<file path="src/hdl/adcctl_pkg.sv">
package adcctl_pkg;
    // Register byte offsets on APB
    localparam logic [7:0] OFF_CONTROL = 8'h00;
    localparam logic [7:0] OFF_RESULT = 8'h04;
    // Control register field positions
    localparam int CH_LSB = 0;
    localparam int CH_W = 4;
    localparam int POWER_BIT = 5;
    localparam int RC_BIT = 6;
    localparam int DONE_BIT = 7;
    // Reset values
    localparam logic [3:0] CHANNEL_RESET = 4'h0;
    localparam logic [7:0] RESULT_RESET = 8'h00;
    // Conversion timing in conversion-clock cycles
    localparam int CONV_CYCLES = 32;
    localparam int SAMPLE_CYCLES = 12;
    localparam int SAR_BITS = 8;
    // Analog source codes seen by the multiplexer
    typedef enum logic [3:0] {
        SRC_TEMP = 4'b0000,
        SRC_PIN1 = 4'b0001,
        SRC_PIN2 = 4'b0010,
        SRC_PIN3 = 4'b0011,
        SRC_PIN4 = 4'b0100,
        SRC_PIN5 = 4'b0101,
        SRC_PIN6 = 4'b0110,
        SRC_SUPPLY = 4'b0111,
        SRC_REFHIGH = 4'b1000,
        SRC_REFMID = 4'b1001,
        SRC_REFLOW = 4'b1010
    } adcctl_source_type;
    // Conversion sequencer states
    typedef enum logic [1:0] {
        ST_IDLE = 2'b00,
        ST_SAMPLE = 2'b01,
        ST_HOLD = 2'b10
    } adcctl_state_type;
endpackage

</file>
<file path="src/hdl/adcctl_channel_decode.sv">
`timescale 1ns/100ps
// Channel field to one-hot source selects
module adcctl_channel_decode (
    // Channel field
    input wire logic [3:0] channelSelectField,
    // Decoded selects
    output adcctl_pkg::adcctl_source_type source,
    output logic [10:0] sourceOneHot
);
    // Codes 10 to 15 all fold onto the low reference
    always_comb begin
        if (channelSelectField >= 4'hA) begin
            source = adcctl_pkg::SRC_REFLOW;
        end else begin
            source = adcctl_pkg::adcctl_source_type'(channelSelectField);
        end
    end

    // One select line per source
    genvar i;
    generate
        for (i = 0; i < 11; i++) begin : gSel
            assign sourceOneHot[i] = (source == 4'(i));
        end
    endgenerate
endmodule

</file>
<file path="src/hdl/adcctl_top.sv">
// Decided for this implementation: the placing of the registers and the APB interface to the registers.
`timescale 1ns/100ps
module adcctl_top (
    // Clock and reset
    input wire logic clk,
    input wire logic resetn,
    // APB slave
    input wire logic psel,
    input wire logic penable,
    input wire logic pwrite,
    input wire logic [7:0] paddr,
    input wire logic [31:0] pwdata,
    output logic [31:0] prdata,
    output logic pready,
    output logic pslverr,
    // Power modes
    input wire logic waitMode,
    input wire logic stopMode,
    // RC oscillator tick, one-cycle enable
    input wire logic rcTick,
    // Analog front end
    input wire logic compareHigh,
    output logic [10:0] sourceSelect,
    output logic sampleSwitch,
    output logic [7:0] dacCode,
    output logic comparatorOn,
    output logic chargePumpOn,
    output logic rcOscOn
);
    // Control and status
    logic [3:0] channelSelectField_r;
    logic converterPowerOn_r;
    logic rcClockSelect_r;
    logic conversionDoneFlag_r;
    logic [7:0] conversionResult_r;
    // Sequencer
    adcctl_pkg::adcctl_state_type state_r;
    logic [4:0] cycleCount_r;
    logic [7:0] sar_r;
    logic [7:0] bitMask_r;
    logic [10:0] decodedSelect;
    adcctl_pkg::adcctl_source_type decodedSource;

    // APB decode; no wait states
    logic setupPhase;
    logic accessPhase;
    logic ctrlWrite;
    logic resultRead;
    logic addrValid;
    logic convTick;
    logic running;
    logic finish;
    assign setupPhase = psel && !penable;
    assign accessPhase = psel && penable;
    assign addrValid = (paddr == adcctl_pkg::OFF_CONTROL) || (paddr == adcctl_pkg::OFF_RESULT);
    assign ctrlWrite = accessPhase && pwrite && (paddr == adcctl_pkg::OFF_CONTROL);
    assign resultRead = accessPhase && !pwrite && (paddr == adcctl_pkg::OFF_RESULT);
    // Conversion clock: bus clock or RC tick; wait mode does not gate it
    assign convTick = rcClockSelect_r ? rcTick : 1'b1;
    assign running = converterPowerOn_r && !stopMode;
    assign finish = convTick && (state_r == adcctl_pkg::ST_HOLD) &&
        (cycleCount_r == 5'(adcctl_pkg::CONV_CYCLES - 1));

    adcctl_channel_decode uDecode (
        .channelSelectField(channelSelectField_r),
        .source(decodedSource),
        .sourceOneHot(decodedSelect)
    );

    // Control bits; stop does not touch them
    always_ff @(posedge clk or negedge resetn) begin
        if (!resetn) begin
            channelSelectField_r <= adcctl_pkg::CHANNEL_RESET;
            converterPowerOn_r <= 1'b0;
            rcClockSelect_r <= 1'b0;
        end else if (ctrlWrite) begin
            channelSelectField_r <= pwdata[adcctl_pkg::CH_LSB +: adcctl_pkg::CH_W];
            converterPowerOn_r <= pwdata[adcctl_pkg::POWER_BIT];
            rcClockSelect_r <= pwdata[adcctl_pkg::RC_BIT];
        end
    end

    // Done flag: completion wins over a simultaneous result read
    always_ff @(posedge clk or negedge resetn) begin
        if (!resetn) begin
            conversionDoneFlag_r <= 1'b0;
        end else if (ctrlWrite) begin
            conversionDoneFlag_r <= 1'b0;
        end else if (finish) begin
            conversionDoneFlag_r <= 1'b1;
        end else if (resultRead) begin
            conversionDoneFlag_r <= 1'b0;
        end
    end

    // Result loads together with the flag; bus writes never reach it
    always_ff @(posedge clk or negedge resetn) begin
        if (!resetn) begin
            conversionResult_r <= adcctl_pkg::RESULT_RESET;
        end else if (finish && !ctrlWrite) begin
            conversionResult_r <= sar_r;
        end
    end

    // Sequencer helpers: the last sample tick, and any reason to start over
    logic sampleEnd;
    logic restart;
    assign sampleEnd = convTick && (state_r == adcctl_pkg::ST_SAMPLE) &&
        (cycleCount_r == 5'(adcctl_pkg::SAMPLE_CYCLES - 1));
    // A control write drops the running conversion without a result; stop does too, except on the finishing tick, which still stores it
    // A stopped conversion is never resumed half done; it restarts from idle at exit
    assign restart = ctrlWrite || !running;

    // Sequencer state: idle one tick, sample 12, hold 32, then sample again
    // The repeat needs no software action; only a control write or stop mode breaks the loop
    always_ff @(posedge clk or negedge resetn) begin
        if (!resetn) begin
            state_r <= adcctl_pkg::ST_IDLE;
        end else if (restart) begin
            state_r <= adcctl_pkg::ST_IDLE;
        end else if (convTick) begin
            unique case (state_r)
                // One idle tick lets the new channel settle on the switches
                adcctl_pkg::ST_IDLE: begin
                    state_r <= adcctl_pkg::ST_SAMPLE;
                end
                adcctl_pkg::ST_SAMPLE: begin
                    if (sampleEnd) begin
                        state_r <= adcctl_pkg::ST_HOLD;
                    end
                end
                // Back to sampling at once keeps the period fixed
                adcctl_pkg::ST_HOLD: begin
                    if (finish) begin
                        state_r <= adcctl_pkg::ST_SAMPLE;
                    end
                end
                // Code 2'b11 is never entered; fall back to idle if it ever is
                default: begin
                    state_r <= adcctl_pkg::ST_IDLE;
                end
            endcase
        end
    end

    // Cycle counter: restarts at each phase so hold spans the full 32 ticks
    // Without the clear at the end of sampling the hold would come out short
    always_ff @(posedge clk or negedge resetn) begin
        if (!resetn) begin
            cycleCount_r <= 5'h0;
        end else if (restart) begin
            cycleCount_r <= 5'h0;
        end else if (convTick) begin
            if ((state_r == adcctl_pkg::ST_IDLE) || sampleEnd || finish) begin
                cycleCount_r <= 5'h0;
            end else begin
                cycleCount_r <= cycleCount_r + 5'h1;
            end
        end
    end

    // Approximation register: one bit decided per tick, the rest of hold idles
    // The comparator answers the code now on the output, so each decision fits it
    always_ff @(posedge clk or negedge resetn) begin
        if (!resetn) begin
            sar_r <= 8'h00;
            bitMask_r <= 8'h00;
        end else if (restart) begin
            sar_r <= 8'h00;
            bitMask_r <= 8'h00;
        end else if (sampleEnd) begin
            sar_r <= 8'h80;
            bitMask_r <= 8'h80;
        end else if (convTick && (state_r == adcctl_pkg::ST_HOLD) && !finish && (bitMask_r != 8'h00)) begin
            sar_r <= (compareHigh ? sar_r : (sar_r & ~bitMask_r)) | (bitMask_r >> 1);
            bitMask_r <= bitMask_r >> 1;
        end
    end

    // Trial code straight from the approximation flop
    // A second register here would make the comparator judge the previous code
    assign dacCode = sar_r;

    // Source select: nothing routed while the converter is off or stopped
    always_ff @(posedge clk or negedge resetn) begin
        if (!resetn) begin
            sourceSelect <= 11'h000;
        end else begin
            sourceSelect <= running ? decodedSelect : 11'h000;
        end
    end

    // Sample switch: closed only in the sampling phase, open through hold
    // It lags the state by one cycle, so the window keeps its length
    always_ff @(posedge clk or negedge resetn) begin
        if (!resetn) begin
            sampleSwitch <= 1'b0;
        end else begin
            sampleSwitch <= running && (state_r == adcctl_pkg::ST_SAMPLE);
        end
    end

    // Comparator bias follows the running condition
    always_ff @(posedge clk or negedge resetn) begin
        if (!resetn) begin
            comparatorOn <= 1'b0;
        end else begin
            comparatorOn <= running;
        end
    end

    // Charge pump: off in stop; restart relies on the device wake-up delay
    always_ff @(posedge clk or negedge resetn) begin
        if (!resetn) begin
            chargePumpOn <= 1'b0;
        end else begin
            chargePumpOn <= running;
        end
    end

    // RC oscillator runs on its select bit outside stop, not on the power bit, so it can settle before use
    always_ff @(posedge clk or negedge resetn) begin
        if (!resetn) begin
            rcOscOn <= 1'b0;
        end else begin
            rcOscOn <= rcClockSelect_r && !stopMode;
        end
    end

    // APB ready: one access cycle after every setup, never a wait state
    always_ff @(posedge clk or negedge resetn) begin
        if (!resetn) begin
            pready <= 1'b0;
        end else begin
            pready <= setupPhase;
        end
    end

    // APB error: unmapped addresses are refused and have no effect
    always_ff @(posedge clk or negedge resetn) begin
        if (!resetn) begin
            pslverr <= 1'b0;
        end else begin
            pslverr <= setupPhase && !addrValid;
        end
    end

    // Read data: built in setup, shown during access, zero otherwise
    // Unused bits read as zero so software may compare whole words
    always_ff @(posedge clk or negedge resetn) begin
        if (!resetn) begin
            prdata <= 32'h0000_0000;
        end else begin
            prdata <= 32'h0000_0000;
            if (setupPhase && !pwrite) begin
                if (paddr == adcctl_pkg::OFF_CONTROL) begin
                    prdata[adcctl_pkg::CH_LSB +: adcctl_pkg::CH_W] <= channelSelectField_r;
                    prdata[adcctl_pkg::POWER_BIT] <= converterPowerOn_r;
                    prdata[adcctl_pkg::RC_BIT] <= rcClockSelect_r;
                    prdata[adcctl_pkg::DONE_BIT] <= conversionDoneFlag_r;
                end else if (paddr == adcctl_pkg::OFF_RESULT) begin
                    prdata[7:0] <= conversionResult_r;
                end
            end
        end
    end
endmodule

</file>
<file path="config.mk">
export PLATFORM = sky130hd
export DESIGN_NAME = adcctl_top
export DESIGN_NICKNAME = d
export VERILOG_FILES = /design/src/hdl/adcctl_pkg.sv /design/src/hdl/adcctl_channel_decode.sv /design/src/hdl/adcctl_top.sv
export SDC_FILE = /design/constraint.sdc
export NUM_CORES = 1
export LEC_CHECK = 0
export CAP_MARGIN = 15
export CORE_MARGIN = 1.5
export CORE_UTILIZATION = 65
export CTS_CLUSTER_SIZE = 24
export DETAILED_ROUTE_END_ITERATION = 6
export DONT_BUFFER_PORTS = 1
export MAX_ROUTING_LAYER = met4
export PLACE_DENSITY = 0.85
export SKIP_LAST_GASP = 1
export SLEW_MARGIN = 20
export SYNTH_ARGS = -nofsm -noshare
export SYNTH_HDL_FRONTEND = slang
export SYNTH_HIERARCHICAL = 1
export SYNTH_SLANG_ARGS = --single-unit
</file>
<file path="constraint.sdc">
create_clock -name clk -period 4.5 [get_ports clk]
set_clock_uncertainty 0.05 [all_clocks]
set_input_delay 0 -clock clk [delete_from_list [all_inputs] [get_ports clk]]
set_output_delay 0 -clock clk [all_outputs]
set_load 0.05 [all_outputs]
</file>
Word-level counts from Yosys, hierarchy flattened

Index checks and enable logic that the tools add are counted.

Register bits after elaboration: 62
Bits in latches: 0
Memory bits (writable): 0
ROM bits: 0
Logic and storage cells: 101
Memories: 0

Add/subtract/negate cells: 1
Multiply operators: 0
Divide/modulo/power cells: 0
Magnitude comparators: 1
Equality and inequality tests: 17
Shifts and indexed selects: 0
Multiplexer cells: 26
Bitwise logic cells: 3
Reductions and logical operators: 37

Operators with widths:

| kind                                          | number |
|---|---|
| two-way mux 8 bit                             | 9 |
| logical AND 1 bit                             | 18 |
| == test 4 x 3 -> 1 bit, second input constant | 4 |
| two-way mux 5 bit                             | 3 |
| == test 4 bit, second input constant          | 3 |
| two-way mux 11 bit                            | 1 |
| bitwise AND 8 bit                             | 1 |
| == test 4 x 2 -> 1 bit, second input constant | 2 |
| == test 8 x 3 -> 1 bit, second input constant | 1 |
| logical NOT 8 bit                             | 1 |
| two-way mux 2 bit                             | 4 |
| two-way mux 4 bit                             | 2 |
| inverter 8 bit                                | 1 |
| OR 8 x 7 -> 8 bit                             | 1 |
| nonzero test 8 bit                            | 1 |
| logical NOT 1 bit                             | 7 |
| inequality test 3 bit, second input constant  | 2 |
| case mux 2 bit (3 select lines)               | 1 |
| nonzero test 3 bit                            | 2 |
| adder 5 x 1 -> 5 bit, second input constant   | 1 |
| == test 5 x 4 -> 1 bit, second input constant | 1 |
| == test 5 bit, second input constant          | 1 |
| two-way mux 1 bit                             | 5 |
| == test 4 x 1 -> 1 bit, second input constant | 1 |
| 9 further kinds                               | 12 |

Logic depth before layout (Yosys ltp)

Depth in word-level cells: 9
Gate-level depth with buffers: 8
Mapped depth without buffers: 7

Cells and area by module

Netlist, hierarchy kept.

Modules (own cells, without submodules):

| module                | instances | cells an instance | area each (sq um) | seq. area each (sq um) |
|---|---|---|---|---|
| adcctl_top            | 1         | 248               | 2806.4            | 1551.5 |
| adcctl_channel_decode | 1         | 21                | 123.9             | 0.0 |

Worst setup path before layout

No wires, ideal clock.

Path type: register -> register
Start: reg cycleCount_r[0]
End: reg sar_r[7] (netlist: dacCode[7])
Library setup time: 0.147 ns
Arrival time: 1.859 ns
Data required time: 4.303 ns
Path slack: 2.445 ns
Stages on the path, launching flop included: 9
Path buffers: 1
Period minus slack after synthesis: 2.055 ns
Path through: dfrtp_1 -> ha_1 -> and3_1 -> ha_1 -> nand2b_1 -> or4_1 -> clkbuf_1 -> o21ai_0 -> a21oi_1

Word-level cells in the longest chain between the ends: 6

Ends and longest elaborated chain:

| element                             | line              | text |
|---|---|---|
| start: declaration                  | adcctl_top.sv:38  | `logic [4:0] cycleCount_r;` |
| start signal: assignment            | adcctl_top.sv:157 | `cycleCount_r <= cycleCount_r + 5'h1;` |
| == test 5 bit                       | adcctl_top.sv:62  | `(cycleCount_r == 5'(adcctl_pkg::CONV_CYCLES - 1));` |
| logical AND 1 bit                   | adcctl_top.sv:61  | `assign finish = convTick && (state_r == adcctl_pkg::ST_HOLD) &&` |
| logical NOT 1 bit                   | adcctl_top.sv:174 | `end else if (convTick && (state_r == adcctl_pkg::ST_HOLD) && !finish && (bitMask_r != 8'h00)) begin` |
| logical AND 1 bit (2 in series)     | adcctl_top.sv:174 |  |
| nonzero test 3 bit (no source line) | --                |  |
| end signal: assignment              | adcctl_top.sv:175 | `sar_r <= (compareHigh ? sar_r : (sar_r & ~bitMask_r)) \| (bitMask_r >> 1);` |
| end: declaration                    | adcctl_top.sv:39  | `logic [7:0] sar_r;` |

Several ways; a longest one is shown, not always the timed one.
A chain may end at the register's enable or synchronous reset.

Worst setup path after layout

Start: reg cycleCount_r[0]
End: reg sar_r[6] (netlist: dacCode[6])

Same word-level chain as after synthesis.

==> run metrics <==
max-slew violation count=0; share of layout cells above drive strength 1=13.29%; Final Instance Area=approximately 3200 um2; yosys warns=6; Hold Fails Final Rpt=0; initial antenna violation count=0; DR WL/cell=about 16 um; critical path endpoint=dacCode[6]; full die area=between 4000 and 5000 um2; setup TNS=0 ns; Routed Antenna Nets=0; setup slack, reg-to-reg=between 2 and 2.5 ns; first-pass GRT wire length=between 8000 and 9000 um; Syn Std Cell Area=about 2900 um2; syn avg cell area=10.96 um2; placed cell areas=about 2800 um2; Starting Density=between 60 and 70%; Crit Reg-Reg Startpoint=cycleCount_r[0]; # hold bufs at CTS=21; Clock Latency Late Sink=0.33 ns; vias in the first global route=around 1900; worst hold path type=primary input to flop; detailed router's first-iteration violation count=127; Nets=334; PortBufs=0; n_diodes=0; RePlAce Congestion=approximately 0.8; crit-path cells=ha_1 -> and3_1 -> ha_1 -> nand2b_1 -> or4_1 -> o21ai_0 -> a21oi_1; Sw Share=a little under a quarter; Reg2Reg Depth=7; Pint=between 0.8 and 0.9 mW; Num CTS Buffers=9; slowest stage cell, crit path=or4_1; CP peak stage delay=0.55 ns; Slew @ Worst Pin=0.9034 ns; Worst path most repeated cell=ha_1; Gate Count Post-Synth=around 270; post-CTS sizing=0; floorplan row count=24; Static Leak=~1.5 nW; power density cells=about 360 nW/um2; RSZ-0062 raised after global routing=false; Max IR drop VDD=~0.21 mV; CP max FO=8; status=completed; CTS clock-pin slew for the worst setup and hold paths=0.06 ns; f_max=between 400 and 500 MHz; largest net degree at the start of global routing=63; Vias per Instance=about 5.6; CTS tree=yes; clock sinks=slightly above 60; DRC=0; CP Buf/Inv Count=0; net switching power=0.2749 mW; CTS root buffer=clkbuf_8; R2R Path End=dacCode[6]; post-detail-place hpwl=3361 um; Clk network pwr share=approximately 44%; # IOs=~110; core area=4324 um2; critical path depth in cells=7; vias=around 1900; type of destination of the critical path=flop; Max-slew headroom=39.65%; Layout Area Growth over Synthesis=10.85%; Final min period=~2.3 ns; GRT Resource Usage Total=between 20% and 30%; WL final=5410 um; clock buffer depth=2; Post CTS Setup Buffer Count=0; die width=between 60 and 70 um; die span in y=around 70 um; grt ovf=0; Finish-stage setup viols=0; worst path required time=between 4 and 5 ns; sequential share of power=about half; Tcrit/Tclk final=between 50% and 60%; Max Cap Viol=0; drt pass-1 iters=4; H-Tree Depth=3; Setup crit start=cycleCount_r[0]; Crit Path Category=flop to flop; Arr. time, crit path=around 2.5 ns; combinational power share=under 10%; Top Family by Delay on Critical Path=simple AND/OR/NAND/NOR gates; startpoint types=flop
[worst min-delay path by stage]
stage          startpoint         endpoint  slack [ns]  cells past startpoint
6_report           rcTick  cycleCount_r[4]        0.04                      3
5_1_grt            rcTick  cycleCount_r[4]        0.06                      3
4_1_cts            rcTick  cycleCount_r[4]        0.02                      3
3_5_place_dp       resetn           pready       -0.34                      0
3_3_place_gp       resetn           pready       -0.34                      0
2_1_floorplan      resetn     bitMask_r[0]       -0.35                      0
[metal layers]
metal	wire, um	GRT usage [%]
met1	2194	29.11
met2	2781	39.89
met5	0	-
met3	351	8.658
met4	82	7.906
[through the flow]
stage,total power [mW],std cells,worst slack [ns],hold slack [ns],util (%)
after global routing,1.207,338,1.988,0.06246,74.48
after detailed placement,0.6334,303,2.247,-0.3442,64.35
after floorplan,0.6517,288,2.445,-0.3456,-
final,1.174,338,2.196,0.03749,74.48
after CTS,1.179,338,2.210,0.02402,74.48
after global placement,0.6327,303,2.311,-0.3441,64.35
[power groups by stage]
stage,registers (mW),logic [mW],clock network [mW]
2_1_floorplan,0.576,0.0758,0
3_3_place_gp,0.577,0.0557,0
3_5_place_dp,0.577,0.0563,0
4_1_cts,0.567,0.0850,0.528
5_1_grt,0.567,0.0909,0.550
6_report,0.567,0.0859,0.521
[area by class of cell]
type / count / area [um2]
Tap cell: 52 / 65.06
Inverter: 11 / 41.29
Sequential cell: 62 / 1551
Fill cell: 285 / 1104
Clock buffer: 10 / 137.6
Multi-Input combinational cell: 178 / 1125
Clock inverter: 4 / 72.57
Timing Repair Buffer: 21 / 227.7
[worst reg2reg max path, cell delays in order, from the launching register on]
cell and delay, ns:
dfrtp_1 0.41, ha_1 0.24, and3_1 0.16, ha_1 0.22, nand2b_1 0.20, or4_1 0.55
o21ai_0 0.25, a21oi_1 0.10
[state kept, by name (all words and copies together), names as in the netlist]
register / count
rcOscOn: 1
bitMask_r: 8
pready: 1
pslverr: 1
cycleCount_r: 5
dacCode: 8
chargePumpOn: 1
rcClockSelect_r: 1
prdata: 8
sampleSwitch: 1
channelSelectField_r: 4
state_r: 2
converterPowerOn_r: 1
conversionDoneFlag_r: 1
conversionResult_r: 8
sourceSelect: 11
[cell usage in the layout (no fill, tap or decap), types with 4 or more instances in the layout]
cell and n:
a21oi_1 23, and2_1 12, clkbuf_8 10, conb_1 24
dfrtp_1 62, dlygate4sd3_1 20, inv_1 11, mux2_2 6
mux2_4 8, mux2i_1 8, nand2_1 24, nand2b_1 7
nand4_1 4, nor2_1 15, nor2b_1 4, nor3_1 7
o21ai_0 11
(Power assumes the default switching activity.)
